`src/common/fapd_pkg.sv`:
```
// constants and carrier types for the floppy auto powerdown controller
`default_nettype none
package fapd_pkg;

	localparam int unsigned CLK_HZ     = 40_000_000;
	localparam int unsigned TIMER_MS   = 10;
	localparam int unsigned TIMER_CYC  = (CLK_HZ / 1000) * TIMER_MS;

	localparam logic [2:0] OFS_STA     = 3'h0;
	localparam logic [2:0] OFS_STB     = 3'h1;
	localparam logic [2:0] OFS_DOR     = 3'h2;
	localparam logic [2:0] OFS_MSR     = 3'h4;
	localparam logic [2:0] OFS_DATA    = 3'h5;
	localparam logic [2:0] OFS_DIR     = 3'h7;

	localparam logic [7:0] MSR_IDLE    = 8'h80;
	localparam int unsigned DOR_MOT_LSB = 4;
	localparam int unsigned DOR_NRST_BIT = 2;
	localparam int unsigned DSR_RST_BIT = 7;
	localparam int unsigned DSR_PD_BIT  = 6;

	localparam logic [7:0] DOR_RST     = 8'h04;
	localparam logic [7:0] DSR_RST     = 8'h02;
	localparam logic [7:0] CCR_RST     = 8'h02;

	typedef enum logic [2:0] {
		ST_AWAKE  = 3'b001,
		ST_AUTO_PD = 3'b010,
		ST_DSR_PD = 3'b100
	} fapd_state_type;

	typedef struct packed {
		logic       rd;
		logic       wr;
		logic [2:0] addr;
		logic [7:0] wdata;
	} fapd_host_type;

	typedef struct packed {
		logic [1:0] motor;
		logic [1:0] dsel;
		logic       wdata;
		logic       wgate;
		logic       dir;
		logic       step;
		logic       head;
		logic [1:0] dens;
	} fapd_fdd_type;

	typedef struct packed {
		fapd_state_type st;
		logic [7:0]     drive_output_control;
		logic [7:0]     dsr;
		logic [7:0]     rate_config_control;
		logic [7:0]     dor_eff;
		logic [7:0]     dsr_eff;
		logic [7:0]     ccr_eff;
		logic [7:0]     rd_data;
		logic           soft_rst;
		logic           svc;
		logic           pd;
		fapd_fdd_type   fdd;
		logic           tri_oe;
		logic           irq;
		logic           drq;
		logic           data_rd;
		logic           data_wr;
		logic [7:0]     data_wdata;
	} fapd_main_type;

endpackage
`default_nettype wire

```
`src/rtl/fapd_ctrl.sv`:
```
// auto powerdown controller for the floppy block with host register front
`timescale 1ns/1ps
`default_nettype none
module fapd_ctrl
	import fapd_pkg::*;
#(
	parameter int unsigned IDLE_CYCLES = TIMER_CYC
) (
	input  wire logic          clk,
	input  wire logic          rstn,
	input  wire fapd_host_type host,
	input  wire logic          auto_pd_en,
	input  wire logic [7:0]    ctl_status,
	input  wire logic          ctl_int,
	input  wire logic          head_unload_done,
	input  wire logic [7:0]    status_a_in,
	input  wire logic [7:0]    status_b_in,
	input  wire logic [7:0]    drive_in_in,
	input  wire logic [7:0]    data_in,
	input  wire fapd_fdd_type  fdd_core,
	input  wire logic          fdc_irq,
	input  wire logic          fdc_drq,
	output logic [7:0]         rd_data,
	output logic [7:0]         dor_eff,
	output logic [7:0]         dsr_eff,
	output logic [7:0]         ccr_eff,
	output logic               soft_reset,
	output logic               powered_down,
	output logic               pd_access,
	output logic               data_rd,
	output logic               data_wr,
	output logic [7:0]         data_wdata,
	output fapd_fdd_type       fdd_out,
	output logic               fdd_tri_oe,
	output logic               fdd_act_oe,
	output logic               host_interrupt_out,
	output logic               dma_request_out
);
	fapd_main_type s_r;
	fapd_main_type s_nxt;

	logic wake;
	logic soft_rst;
	logic dsr_pd_req;
	logic quiet;
	logic tmr_done;
	logic tmr_restart;
	logic motors_off;
	logic ctl_idle;
	logic cond_all;
	logic in_auto;

	fapd_wake_decode u_dec (
		.host       (host),
		.wake       (wake),
		.soft_rst   (soft_rst),
		.dsr_pd_req (dsr_pd_req),
		.quiet      (quiet)
	);

	// the timer is reloaded on every wake so a burst of host traffic
	// keeps the block up for a full idle period after the last waking access
	assign tmr_restart = wake;

	fapd_idle_timer #(
		.CYCLES (IDLE_CYCLES)
	) u_tmr (
		.clk     (clk),
		.rstn    (rstn),
		.run     (auto_pd_en),
		.restart (tmr_restart),
		.expired (tmr_done)
	);

	assign motors_off = s_r.drive_output_control[DOR_MOT_LSB +: 4] == 4'h0;
	// a polling interrupt can be pending with an idle status byte
	assign ctl_idle   = ctl_status == MSR_IDLE && !ctl_int;
	assign cond_all   = auto_pd_en && motors_off && ctl_idle &&
	                    head_unload_done && tmr_done;
	assign in_auto    = s_r.st == ST_AUTO_PD;

	always_comb begin
		s_nxt          = s_r;
		s_nxt.soft_rst = soft_rst;
		s_nxt.data_rd  = host.rd && host.addr == OFS_DATA;
		s_nxt.data_wr  = host.wr && host.addr == OFS_DATA;
		if (host.wr && host.addr == OFS_DATA) begin
			s_nxt.data_wdata = host.wdata;
		end

		// shadow copies always take host writes, even while down
		if (host.wr) begin
			unique case (host.addr)
				OFS_DOR: begin
					s_nxt.drive_output_control = host.wdata;
				end
				OFS_MSR: begin
					s_nxt.dsr = host.wdata & ~(8'h01 << DSR_RST_BIT);
				end
				OFS_DIR: begin
					s_nxt.rate_config_control = host.wdata;
				end
				default: begin
				end
			endcase
		end

		// reads show live state whatever the power state
		if (host.rd) begin
			unique case (host.addr)
				OFS_STA:  s_nxt.rd_data = status_a_in;
				OFS_STB:  s_nxt.rd_data = status_b_in;
				OFS_DOR:  s_nxt.rd_data = s_r.drive_output_control;
				OFS_MSR:  s_nxt.rd_data = ctl_status;
				OFS_DATA: s_nxt.rd_data = data_in;
				OFS_DIR:  s_nxt.rd_data = drive_in_in;
				default:  s_nxt.rd_data = 8'h00;
			endcase
		end

		unique case (s_r.st)
			ST_AWAKE: begin
				if (dsr_pd_req) begin
					s_nxt.st = ST_DSR_PD;
				end else if (cond_all && !wake) begin
					s_nxt.st = ST_AUTO_PD;
				end
			end
			ST_AUTO_PD: begin
				if (wake) begin
					s_nxt.st = ST_AWAKE;
				end else if (dsr_pd_req) begin
					s_nxt.st = ST_DSR_PD;
				end else if (!auto_pd_en) begin
					s_nxt.st = ST_AWAKE;
				end
			end
			ST_DSR_PD: begin
				// on wake the awake state re-arms the auto path
				if (wake) begin
					s_nxt.st = ST_AWAKE;
				end
			end
			default: begin
				s_nxt.st = ST_AWAKE;
			end
		endcase

		s_nxt.pd  = s_nxt.st != ST_AWAKE;
		s_nxt.svc = s_r.st != ST_AWAKE && quiet;

		// effective copies follow the shadows only while awake
		if (!s_nxt.pd) begin
			s_nxt.dor_eff = s_nxt.drive_output_control;
			s_nxt.dsr_eff = s_nxt.dsr;
			s_nxt.ccr_eff = s_nxt.rate_config_control;
		end

		s_nxt.fdd    = fdd_core;
		s_nxt.tri_oe = !s_nxt.pd;
		s_nxt.irq    = fdc_irq && !s_nxt.pd;
		s_nxt.drq    = fdc_drq && !s_nxt.pd;
	end

	always_ff @(posedge clk or negedge rstn) begin
		if (!rstn) begin
			s_r.st         <= ST_AWAKE;
			s_r.drive_output_control        <= DOR_RST;
			s_r.dsr        <= DSR_RST;
			s_r.rate_config_control        <= CCR_RST;
			s_r.dor_eff    <= DOR_RST;
			s_r.dsr_eff    <= DSR_RST;
			s_r.ccr_eff    <= CCR_RST;
			s_r.rd_data    <= 8'h00;
			s_r.soft_rst   <= 1'b0;
			s_r.svc        <= 1'b0;
			s_r.pd         <= 1'b0;
			s_r.fdd        <= '0;
			s_r.tri_oe     <= 1'b1;
			s_r.irq        <= 1'b0;
			s_r.drq        <= 1'b0;
			s_r.data_rd    <= 1'b0;
			s_r.data_wr    <= 1'b0;
			s_r.data_wdata <= 8'h00;
		end else begin
			s_r <= s_nxt;
		end
	end

	assign rd_data            = s_r.rd_data;
	assign dor_eff            = s_r.dor_eff;
	assign dsr_eff            = s_r.dsr_eff;
	assign ccr_eff            = s_r.ccr_eff;
	assign soft_reset         = s_r.soft_rst;
	assign powered_down       = s_r.pd;
	assign pd_access          = s_r.svc;
	assign data_rd            = s_r.data_rd;
	assign data_wr            = s_r.data_wr;
	assign data_wdata         = s_r.data_wdata;
	assign fdd_out            = s_r.fdd;
	assign fdd_tri_oe         = s_r.tri_oe;
	// direction, step, head and density keep driving in powerdown
	assign fdd_act_oe         = 1'b1;
	assign host_interrupt_out = s_r.irq;
	assign dma_request_out    = s_r.drq;
endmodule // fapd_ctrl
`default_nettype wire

```
`src/rtl/fapd_idle_timer.sv`:
```
// idle countdown that must run out before auto powerdown
`timescale 1ns/1ps
`default_nettype none
module fapd_idle_timer
	import fapd_pkg::*;
#(
	parameter int unsigned CYCLES = TIMER_CYC
) (
	input  wire logic clk,
	input  wire logic rstn,
	input  wire logic run,
	input  wire logic restart,
	output logic      expired
);
	localparam int W = $clog2(CYCLES + 1);

	typedef struct packed {
		logic [W-1:0] cnt;
		logic         done;
	} fapd_tmr_type;

	fapd_tmr_type s_r;
	fapd_tmr_type s_nxt;

	always_comb begin
		s_nxt = s_r;
		if (!run || restart) begin
			s_nxt.cnt  = W'(CYCLES);
			s_nxt.done = 1'b0;
		end else if (s_r.cnt != '0) begin
			s_nxt.cnt  = s_r.cnt - 1'b1;
			s_nxt.done = (s_r.cnt == W'(1));
		end
	end

	always_ff @(posedge clk or negedge rstn) begin
		if (!rstn) begin
			s_r.cnt  <= W'(CYCLES);
			s_r.done <= 1'b0;
		end else begin
			s_r <= s_nxt;
		end
	end

	assign expired = s_r.done;
endmodule // fapd_idle_timer
`default_nettype wire

```
`src/rtl/fapd_wake_decode.sv`:
```
// sorts host accesses into waking, resetting and quiet ones
`timescale 1ns/1ps
`default_nettype none
module fapd_wake_decode
	import fapd_pkg::*;
(
	input  wire fapd_host_type host,
	output logic               wake,
	output logic               soft_rst,
	output logic               dsr_pd_req,
	output logic               quiet
);
	logic dor_wr;
	logic dsr_wr;

	always_comb begin
		dor_wr     = host.wr && host.addr == OFS_DOR;
		dsr_wr     = host.wr && host.addr == OFS_MSR;
		soft_rst   = (dor_wr && !host.wdata[DOR_NRST_BIT]) ||
		             (dsr_wr && host.wdata[DSR_RST_BIT]);
		dsr_pd_req = dsr_wr && host.wdata[DSR_PD_BIT] && !soft_rst;
		wake       = soft_rst ||
		             (dor_wr && host.wdata[DOR_MOT_LSB +: 4] != 4'h0) ||
		             (host.rd && host.addr == OFS_MSR) ||
		             ((host.rd || host.wr) && host.addr == OFS_DATA);
		// above; everything else stays quiet
		quiet      = (host.rd || host.wr) && !wake;
	end

endmodule // fapd_wake_decode
`default_nettype wire

```
`config.mk`:
```
export PLATFORM = sky130hd
export DESIGN_NAME = fapd_ctrl
export DESIGN_NICKNAME = d
export VERILOG_FILES = /design/src/common/fapd_pkg.sv /design/src/rtl/fapd_ctrl.sv /design/src/rtl/fapd_idle_timer.sv /design/src/rtl/fapd_wake_decode.sv
export SDC_FILE = /design/constraint.sdc
export NUM_CORES = 1
export LEC_CHECK = 0
export BUFFER_PORTS_ARGS = -buffer_cell sky130_fd_sc_hd__buf_4
export CORE_MARGIN = 8
export CORE_UTILIZATION = 35
export CTS_CLUSTER_DIAMETER = 100
export CTS_CLUSTER_SIZE = 12
export DETAILED_ROUTE_END_ITERATION = 7
export SETUP_SLACK_MARGIN = 0.15
export SKIP_CTS_REPAIR_TIMING = 1
export SKIP_LAST_GASP = 1
export SYNTH_ARGS = -nofsm -noshare
export SYNTH_HDL_FRONTEND = slang
export SYNTH_HIERARCHICAL = 1
export SYNTH_SLANG_ARGS = --single-unit
```
`constraint.sdc`:
```
create_clock -name clk -period 1.8 [get_ports clk]
set_input_delay 0.18 -clock clk [delete_from_list [all_inputs] [get_ports clk]]
set_output_delay 0.18 -clock clk [all_outputs]
set_load 0.05 [all_outputs]
```
==> metrics.yaml, run 1 <==
power_and_ir_drop:
  vdd_drop_max_mv: 0.934
  pwr-share-comb: 0.411
  intPower_mw: 5.43
  p_sw_mw: 3.51
  power_per_cell_area_nw_per_um2: 1200
  pwr-share-seq: 0.365
  p_clk_frac: 0.224
  swShare: 0.393
  leakagePower_nw: 3.40
outcome:
  violations: "negative setup slack"
  status: "finished, violations left"
worst_setup_path:
  worstRegToRegCells: 8
  timing.rr.end: "ccr_eff[5]"
  reg2reg_slack_ns: -0.24
  end_kind: "flop"
  crit_required_ns: 2.04
  criticalPathCategory: "in2reg"
  critPathArrivalTime_ns: 2.37
  startpoint_type: "input pin"
  crit_start: "host[7]"
  crit_path_max_fanout: 13
  r2r_start: "s_r[80]"
  cp-endpoint: "ccr_eff[5]"
cells_and_area:
  areaGrowthSynthToFinish_pct: 37.9
  drive_gt1_frac: 0.523
  postLayoutCoreUtil: 0.493
  stdcell_area_um2: 7470
  nets: 710
  antenna_cells: 0
sta:
  slew_viol_final: 0
  period_share: 1.18
  setup_tns_ns: -7.96
  max_slew_margin: 0.648
  layout_setup_ws_ns: -0.329
  finalHoldViolCount: 0
  rsz0062_at_grt: "true"
  setup_violations: 28
  fmax_ghz: 0.470
  tightest_slew_ns: 0.528
  period_needed_ns: 2.13
  finClkSkew_ns: 0.00940
floorplan:
  core-area_um2: 15100
  die_h_um: 140
  ios: 131
  die_w_um: 140
  initial_core_util: 0.357
  core.rowCount: 45
  die_area_um2: 19700
routing:
  post-route-drc-count: 0
  top_layer: "met4"
  vias_per_cell: 5.11
  drt-initial-drc-count: 186
  drt_pass1_iterations: 4
  wl_met2_um: 7580
  wl_per_cell_um: 18.8
  vias: 4243
  wl_met1_um: 6730
  ant_nets: 0
  route.met3.wl_um: 1050
  finalWirelength_um: 15600
grt:
  grt_antenna_before_repair: 0
  grtUsageTotal: 0.151
  grt_remaining_overflow: 0
  grt_pass1_vias: 4259
  grt_pass1_wl_um: 23200
  grt_max_degree: 37
logic_synthesis:
  syn-cell-area_um2: 5410
  ys_warn_count: 6
  ys_types: 66
  synthMuxAreaShare: 0.144
  synth_edf_count: 0
  synth_fa_ha_area_frac: 0.00462
  synth_xor_area_frac: 0
  synth_seq_area_share: 0.493
  syn_avg_cell_area_um2: 11.3
  synth_top_family_by_area: "simple AND/OR/NAND/NOR gates"
  synth-simple-area-share: 0.158
  synth_compound_area_frac: 0.0957
  syn_nets: 550
  synth_cells: 477
  synth_top_flop_cell: "dfrtp_1"
  async_flop_share: 1.00
  synth-seq-cells: 106
placement:
  gp_congestion: 0.811
  pre_cts_ws_ns: -0.838
  dp_hpwl_um: 11300
  io_buffers: 129
  place_area_um2: 6620
clock_tree:
  cts.htree.levels: 3
  cts_tree: "done"
  max-clock-path-buffers: 2
  clk_pin_slew_ns: 0.07
  cts_root_buf: "clkbuf_16"
  cts_buffers: 9
  clk-insertion-delay-late_ns: 0.36
  numClockSinks: 106
job:
  drv_cap: 0
min_path:
  hp-class: "in2reg"
==> logic make-up (layout without fill, tap and decap cells) <==
kind of cell | after synthesis | in the layout
simple gates | 148 | 150
flops | 106 | 106
buf+inv | 84 | 247
compound gates | 70 | 70
mux | 66 | 66
fa+ha+maj | 2 | 2
other cells | 1 | 1
==> cell type report <==
class | count | area (um2)
tap | 188 | 235
timing repair buffer | 220 | 1790
clock inverter | 7 | 80.1
multi-input combinational | 289 | 2420
clock buffer | 9 | 225
fill | 1342 | 7680
inverter | 11 | 41.3
sequential | 106 | 2680
==> cells in the final DEF (no fill, tap or decap), types with 3 or more instances in the layout <==
| cell | netlist | final |
|---|---|---|
| nor2_1 | 18 | 18 |
| buf_4 | 53 | 196 |
| nor3_2 | 2 | 4 |
| and3_4 | 2 | 4 |
| inv_1 | 10 | 8 |
| a221oi_1 | 3 | 3 |
| buf_6 | 2 | 5 |
| nor4_4 | 2 | 6 |
| mux2i_1 | 19 | 19 |
| a21oi_1 | 15 | 15 |
| mux2_4 | 16 | 16 |
| nand2_1 | 51 | 51 |
| o211ai_1 | 9 | 9 |
| dfrtp_2 | 0 | 5 |
| a22oi_1 | 3 | 3 |
| buf_12 | 1 | 5 |
| mux2_2 | 31 | 31 |
| dfrtp_1 | 92 | 87 |
| nor3_1 | 6 | 3 |
| o31ai_1 | 3 | 3 |
| o21ai_0 | 11 | 11 |
| nor2b_1 | 9 | 9 |
| nand3_1 | 7 | 5 |
| clkbuf_16 | 0 | 10 |
| nor4_1 | 7 | 4 |
| a2111oi_4 | 0 | 3 |
| nand4_1 | 3 | 3 |
| dlygate4sd3_1 | 0 | 12 |
| or3_4 | 0 | 3 |
| dfstp_2 | 14 | 14 |
| and2_1 | 7 | 7 |
| nand2b_1 | 10 | 10 |
==> how the worst min path moves through the flow <==
stage	startpoint	endpoint	slack (ns)	depth (start not counted)
final	fdc_irq	host_interrupt_out	0.04	2
after global routing	fdc_irq	host_interrupt_out	0.03	2
after CTS	rstn	fdd_out[9]	-0.20	1
after detailed placement	rstn	fdd_out[9]	0.19	1
after global placement	rstn	fdd_out[9]	0.18	1
after floorplan	rstn	ccr_eff[0]	-0.12	0
==> power by group through the flow <==
stage	logic (mW)	clock network [mW]	registers (mW)
2_1_floorplan	2.62	0	3.31
3_3_place_gp	3.46	0	3.29
3_5_place_dp	3.51	0	3.28
4_1_cts	3.51	2.07	3.26
5_1_grt	3.87	2.16	3.33
6_report	3.68	2.00	3.27
==> worst max-delay path, cell delays in order <==
cell	delay, ns
buf_8	0.10
nor4_4	0.27
nor4b_2	0.09
or3_4	0.35
or4b_4	0.50
nor4_4	0.22
o22ai_4	0.17
buf_12	0.19
mux2_4	0.29
==> Yosys cell counts, types with 4 or more instances <==
master | n | area [um2]
dfrtp_1 | 92 | 2300
or3_1 | 4 | 25.0
a21oi_1 | 15 | 75.1
buf_2 | 4 | 20.0
mux2i_1 | 19 | 190
nand2b_1 | 10 | 62.6
nor2b_1 | 9 | 56.3
nand3_1 | 7 | 35.0
o211ai_1 | 9 | 67.6
mux2_2 | 31 | 349
nor2_1 | 18 | 67.6
inv_1 | 10 | 37.5
nor4_1 | 7 | 43.8
buf_4 | 53 | 398
and2_1 | 7 | 43.8
o21ai_0 | 11 | 55.1
clkbuf_1 | 11 | 41.3
nand2_1 | 51 | 191
nor3_1 | 6 | 30.0
mux2_4 | 16 | 240
dfstp_2 | 14 | 368
==> routing by layer <==
layer / global-route usage / vias to the layer above
met3: 0.0527 / 19
met4: 0.0406 / 0
met1: 0.189 / 2127
met5: 0 / -
met2: 0.241 / 130
li1: - / 1967
==> state kept, by name, indices dropped and copies added, names as in the netlist <==
signal and cells:
data_wdata 8, data_rd 1, u_tmr/expired 1, host_interrupt_out 1
ccr_eff 8, fdd_out 11, pd_access 1, u_tmr/s_r 19
s_r 27, data_wr 1, dsr_eff 8, rd_data 8
powered_down 1, fdd_tri_oe 1, dor_eff 8, soft_reset 1
dma_request_out 1
==> metrics by stage <==
stage	hold WS (ns)	total power, mW	instances
floorplan	-0.116	5.93	477
global placement	0.182	6.75	781
detailed placement	0.190	6.80	781
CTS	-0.197	8.84	797
global route	0.0263	9.36	830
finish	0.0375	8.95	830
(Power assumes the default switching activity.)
==> run 2: changes to the inputs <==
Settings changed: CELL_PAD_IN_SITES_DETAIL_PLACEMENT from default to 0, CELL_PAD_IN_SITES_GLOBAL_PLACEMENT from default to 1, PLACE_DENSITY_LB_ADDON from default to 0.1.
==> run 2 against run 1 <==
- the run still ends with negative setup slack left
- utilization decreased by 0.43 points
- routed wire length is 6.0% lower
- sequential power is essentially flat
- clock-buffer cell count increased by 3
- cell area down 0.87%
- non-clock buffer count fell by 10
- total power grew 1.1%
- sequential share of layout area grew 0.32 points
- maximum frequency is 9.1% lower
- cell count shrank 1.3%
- via count shrank 6.7%
- clock skew is 0.0029 ns lower
- critical endpoint is now ccr_eff[6]
- highest routed layer unchanged
==> metrics.yaml, run 2 (synthesis results as in run 1) <==
sta:
  period_needed_ns: 2.34  # +0.214 ns
  layout_setup_ws_ns: -0.543  # -0.214 ns
  fmax_ghz: 0.427  # -9.1%
  finalHoldViolCount: 0  # unchanged
  slew_viol_final: 0  # unchanged
  rsz0062_at_grt: "true"
  finClkSkew_ns: 0.00651  # -0.00289 ns
  period_share: 1.30  # +0.119
  setup_violations: 30  # +7.1%
routing:
  top_layer: "met4"
  vias: 3958  # -6.7%
  drt_pass1_iterations: 4  # unchanged
  drt-initial-drc-count: 159  # -15%
  post-route-drc-count: 0  # unchanged
  wl_per_cell_um: 17.9  # -4.7%
  wl_met2_um: 6940  # -8.5%
  wl_met1_um: 6870  # +2.1%
  route.met3.wl_um: 744  # -29%
  ant_nets: 0  # unchanged
  finalWirelength_um: 14700  # -6.0%
  vias_per_cell: 4.83  # -5.5%
cells_and_area:
  largest_register_ffs: 27  # unchanged
  drive_gt1_frac: 0.509  # -0.0146
  multiInputGateArea_um2: 2370  # -2.3%
  nets: 699  # -1.5%
  n_fill_cell: 1411  # +5.1%
  antenna_cells: 0  # unchanged
  seq_area_um2: 2680  # unchanged
  final_common_cell: "buf_4"
  largest-register: "s_r"
  areaGrowthSynthToFinish_pct: 36.7
  final_cell_mix: "180 x buf_4, 87 x dfrtp_1, 51 x nand2_1"
power_and_ir_drop:
  pwr-share-seq: 0.360  # -0.005
  swShare: 0.368  # -0.0243
  pwr-share-comb: 0.404  # -0.007
  power_mw: 9.04  # +1.1%
  power_per_cell_area_nw_per_um2: 1220  # +2.0%
  vdd_drop_max_mv: 0.742  # -21%
  intPower_mw: 5.71  # +5.1%
  leakagePower_nw: 3.37  # -0.77%
  p_clk_frac: 0.235  # +0.011
  p_sw_mw: 3.33  # -5.2%
clock_tree:
  cts_buffers: 9  # unchanged
  cts_tree: "done"
  max-clock-path-buffers: 2  # unchanged
  cts_root_buf: "clkbuf_16"
  cts.htree.levels: 3  # unchanged
  numClockSinks: 106  # unchanged
  clk_pin_slew_ns: 0.07  # about the same
  clk-insertion-delay-late_ns: 0.35  # about the same
worst_setup_path:
  criticalPathCategory: "in2reg"
  critPathArrivalTime_ns: 2.57  # +0.20 ns
  startpoint_type: "input pin"
  worstRegToRegCells: 7  # -1
  reg2reg_slack_ns: -0.21  # +0.03 ns
  timing.rr.end: "ccr_eff[6]"
  crit_path_max_fanout: 5  # -8
  end_kind: "flop"
  crit_required_ns: 2.03  # about the same
  r2r_start: "u_tmr/expired"
grt:
  grtUsageTotal: 0.145  # -0.00611
  grt_pass1_vias: 4085  # -4.1%
  grt_pass1_wl_um: 22400  # -3.4%
  grt_antenna_before_repair: 0  # unchanged
  grt_max_degree: 45  # +22%
  grt_remaining_overflow: 0  # unchanged
placement:
  gp_congestion: 0.798  # -1.6%
  dp_hpwl_um: 10700  # -5.3%
  pre_cts_ws_ns: -0.969  # -0.131 ns
  io_buffers: 129  # unchanged
floorplan:
  die_h_um: 140  # unchanged
  core-area_um2: 15100  # unchanged
  die_w_um: 140  # unchanged
  core.rowCount: 45  # unchanged
  die_area_um2: 19700  # unchanged
  initial_core_util: 0.357  # unchanged
  ios: 131  # unchanged
min_path:
  hp-class: "in2reg"
  min_delay_path_depth: 2  # unchanged
  hold_end: "host_interrupt_out"
  hold_start: "fdc_irq"
job:
  drv_cap: 0  # unchanged
outcome:
  violations: "negative setup slack"
  status: "finished, violations left"
-- run 2: cell type report --
type                            instances  area share
Clock buffer                           12      0.0333
Clock inverter                          4     0.00997
Inverter                               11     0.00558
Multi-Input combinational cell        288       0.320
Sequential cell                       106       0.362
Tap cell                              188      0.0318
Timing Repair Buffer                  210       0.238
-- run 2: metrics by stage --
step | area [um2] | TNS (ns) | hold WS, ns | instances | utilization
floorplan | 5440 | -17.26 | -0.116 | 477 | -
global placement | 6610 | -29.50 | 0.109 | 778 | 0.437
detailed placement | 6610 | -31.30 | 0.114 | 778 | 0.437
CTS | 6930 | -16.12 | -0.263 | 794 | 0.458
global route | 7400 | -16.04 | 0.0457 | 819 | 0.489
finish | 7400 | -14.70 | 0.0459 | 819 | 0.489
-- run 2: how the worst max path moves through the flow --
stage / startpoint / to / slack [ns] / depth (start not counted)
final: host[4] / ccr_eff[6] / -0.54 / 9
after global routing: host[4] / dor_eff[1] / -0.59 / 9
after CTS: host[7] / ccr_eff[0] / -0.61 / 9
after detailed placement: host[7] / ccr_eff[0] / -0.97 / 9
after global placement: host[7] / ccr_eff[5] / -0.92 / 9
after floorplan: host[7] / ccr_eff[0] / -0.70 / 8
-- run 2: worst max-delay path, cell delays in order --
cell	delay, ns
buf_8	0.10
nor4_4	0.37
nor4b_2	0.11
or3_4	0.35
or4b_4	0.50
nor4_4	0.29
o22ai_4	0.17
clkbuf_16	0.20
mux2_4	0.29
-- run 2: per-layer routing --
layer	up-vias	global-route usage
met3	9	0.0455
met5	-	0
met2	85	0.230
met4	0	0.0326
li1	1938	-
met1	1926	0.189
-- run 2: power groups by stage --
| stage | clock [mW] | combinational, mW | sequential [mW] |
|---|---|---|---|
| floorplan | 0 | 2.62 | 3.31 |
| global placement | 0 | 3.41 | 3.30 |
| detailed placement | 0 | 3.45 | 3.30 |
| CTS | 2.21 | 3.46 | 3.26 |
| global route | 2.30 | 3.85 | 3.34 |
| finish | 2.13 | 3.65 | 3.26 |
==> run 3: changes to the inputs <==
Settings changed: GPL_ROUTABILITY_DRIVEN from default to 0.
Clock period 1.8 ns to 2.82 ns, I/O delays scaled along.
==> run 3 against run 2 <==
- the flow finishes with violations (negative hold slack)
- clock skew grew 0.0011 ns
- clock power shrank 41%
- worst hold slack lost 0.060 ns
- clock-buffer cell count grew 1
- largest power group is now registers
==> metrics.yaml, run 3 (synthesis results as in run 1) <==
worst_setup_path:
  crit_family: "simple AND/OR/NAND/NOR gates"
  path_buf_inv: 2  # unchanged
  criticalPathCategory: "in2reg"
  critPathArrivalTime_ns: 2.66  # +0.09 ns
  slowest_delay_ns: 0.51  # about the same
  end_kind: "flop"
  crit_path_max_fanout: 28  # +23
  startpoint_type: "input pin"
  cpMaxStageDelayCell: "or4b_4"
  crit_required_ns: 3.06  # +1.03 ns
  crit_chain: "buf_4 > nor4_1 > nor4b_1 > or3_1 > or4b_4 > nor4_4 > o22ai_4 > buf_12 > mux2_4"
cells_and_area:
  seq_area_um2: 2670  # -0.23%
  final_common_cell: "buf_4"
  drive_gt1_frac: 0.434  # -0.0749
  multiInputGateArea_um2: 2180  # -7.8%
  largest-register: "s_r"
  stdcell_area_um2: 6540  # -12%
  final_cell_mix: "146 x buf_4, 92 x dfrtp_1, 51 x nand2_1"
  areaGrowthSynthToFinish_pct: 20.9
  nets: 635  # -9.2%
  largest_register_ffs: 27  # unchanged
  n_fill_cell: 1460  # +3.5%
  antenna_cells: 0  # unchanged
routing:
  finalWirelength_um: 13700  # -6.6%
  drt_pass1_iterations: 4  # unchanged
  post-route-drc-count: 0  # unchanged
  ant_nets: 0  # unchanged
  vias: 3753  # -5.2%
  wl_per_cell_um: 18.1  # +1.3%
  vias_per_cell: 4.97  # +2.9%
  drt-initial-drc-count: 172  # +8.2%
clock_tree:
  clk_pin_slew_ns: 0.07  # about the same
  cts_root_buf: "clkbuf_16"
  cts_buffers: 9  # unchanged
  numClockSinks: 106  # unchanged
  cts.htree.levels: 3  # unchanged
  clk-insertion-delay-late_ns: 0.35  # about the same
  cts_tree: "done"
  max-clock-path-buffers: 2  # unchanged
floorplan:
  die_h_um: 140  # unchanged
  die_area_um2: 19700  # unchanged
  die_w_um: 140  # unchanged
  core.rowCount: 45  # unchanged
  ios: 131  # unchanged
  initial_core_util: 0.357  # unchanged
  core-area_um2: 15100  # unchanged
outcome:
  violations: "negative hold slack"
  status: "finished, violations left"
placement:
  io_buffers: 129  # unchanged
  dp_hpwl_um: 10100  # -5.5%
  place_area_um2: 6240  # -5.6%
sta:
  fmax_ghz: 0.413
  holdWs_ns: -0.0139  # -0.0598 ns
  setup_tns_ns: 0  # +14.70 ns
  setup_violations: 0  # -100%
  tightest_slew_ns: 0.744
  period_share: 0.859
  slew_viol_final: 0  # unchanged
  finalHoldViolCount: 7  # +7
  period_needed_ns: 2.42
  finClkSkew_ns: 0.00765  # +0.00114 ns
  max_slew_margin: 0.504
  rsz0062_at_grt: "false"
power_and_ir_drop:
  vdd_drop_max_mv: 0.390  # -47%
  power_mw: 5.40  # -40%
  power_per_cell_area_nw_per_um2: 826  # -32%
  leakagePower_nw: 3.00  # -11%
grt:
  grt_pass1_wl_um: 22100  # -1.6%
  grt_pass1_vias: 3977  # -2.6%
  grtUsageTotal: 0.141  # -0.00336
  grt_max_degree: 60  # +33%
  grt_remaining_overflow: 0  # unchanged
  grt_antenna_before_repair: 0  # unchanged
min_path:
  hp-class: "in2async"
job:
  drv_cap: 0  # unchanged
[run 3: cell types whose count changed in the layout (fill, tap and decap cells not counted), moves of 3 or more]
cell / delta
buf_6: -9
dlygate4sd3_1: -12
nor4_4: -4
dfrtp_1: +5
clkbuf_16: -3
buf_4: -34
dfrtp_2: -5
nor4_1: +3
buf_12: -4
[run 3: worst register-to-register path, cell delays in order, from the launching register on]
cell and delay (ns):
dfrtp_1 0.43, or4b_4 0.54, nor4_4 0.34, o22ai_4 0.13, buf_12 0.20, mux2_4 0.32
[run 3: area by class of cell]
class | count | share of cell area
clock buffer | 13 | 0.0413
tap | 188 | 0.0359
clock inverter | 3 | 0.00440
sequential | 106 | 0.408
multi-input combinational | 287 | 0.333
timing repair buffer | 147 | 0.171
inverter | 11 | 0.00631
[run 3: metrics by stage]
step           worst slack [ns]  std cells   util  hold WS, ns
4_1_cts                   0.419        755  0.432      0.00810
6_report                  0.399        755  0.432      -0.0139
3_5_place_dp             0.0509        739  0.412        0.393
2_1_floorplan             0.185        477      -      -0.0136
5_1_grt                   0.290        755  0.432       0.0160
3_3_place_gp             0.0682        739  0.412        0.378
[run 3: path summary, 6_finish.rpt]
path | start | end | slack (ns) | depth (start not counted)
setup / recovery | host[6] | ccr_eff[4] | 0.40 | 9
hold / removal | rstn | data_wdata[5] | -0.01 | 1
setup reg to reg | s_r[79] | ccr_eff[4] | 0.75 | 5
hold reg to reg | u_tmr/s_r[19] | u_tmr/s_r[19] | 0.48 | 2
max in group asynchronous | rstn | u_tmr/s_r[18] | 1.96 | 2
min in group clk | fdd_core[0] | fdd_out[0] | 0.03 | 1
[run 3: routing by layer]
layer / track usage / wire length [um]
met5: 0 / 0
met4: 0.0417 / 185
met3: 0.0462 / 981
met2: 0.219 / 6110
met1: 0.184 / 6420
[run 3: power by group]
group / switching, mW / total (mW) / internal [mW] / leakage [nW]
Combinational: 1.28 / 2.06 / 0.778 / 1.56
Sequential: 0.217 / 2.08 / 1.87 / 1.29
Clock: 0.578 / 1.26 / 0.684 / 0.148
Total: 2.07 / 5.40 / 3.33 / 3.00
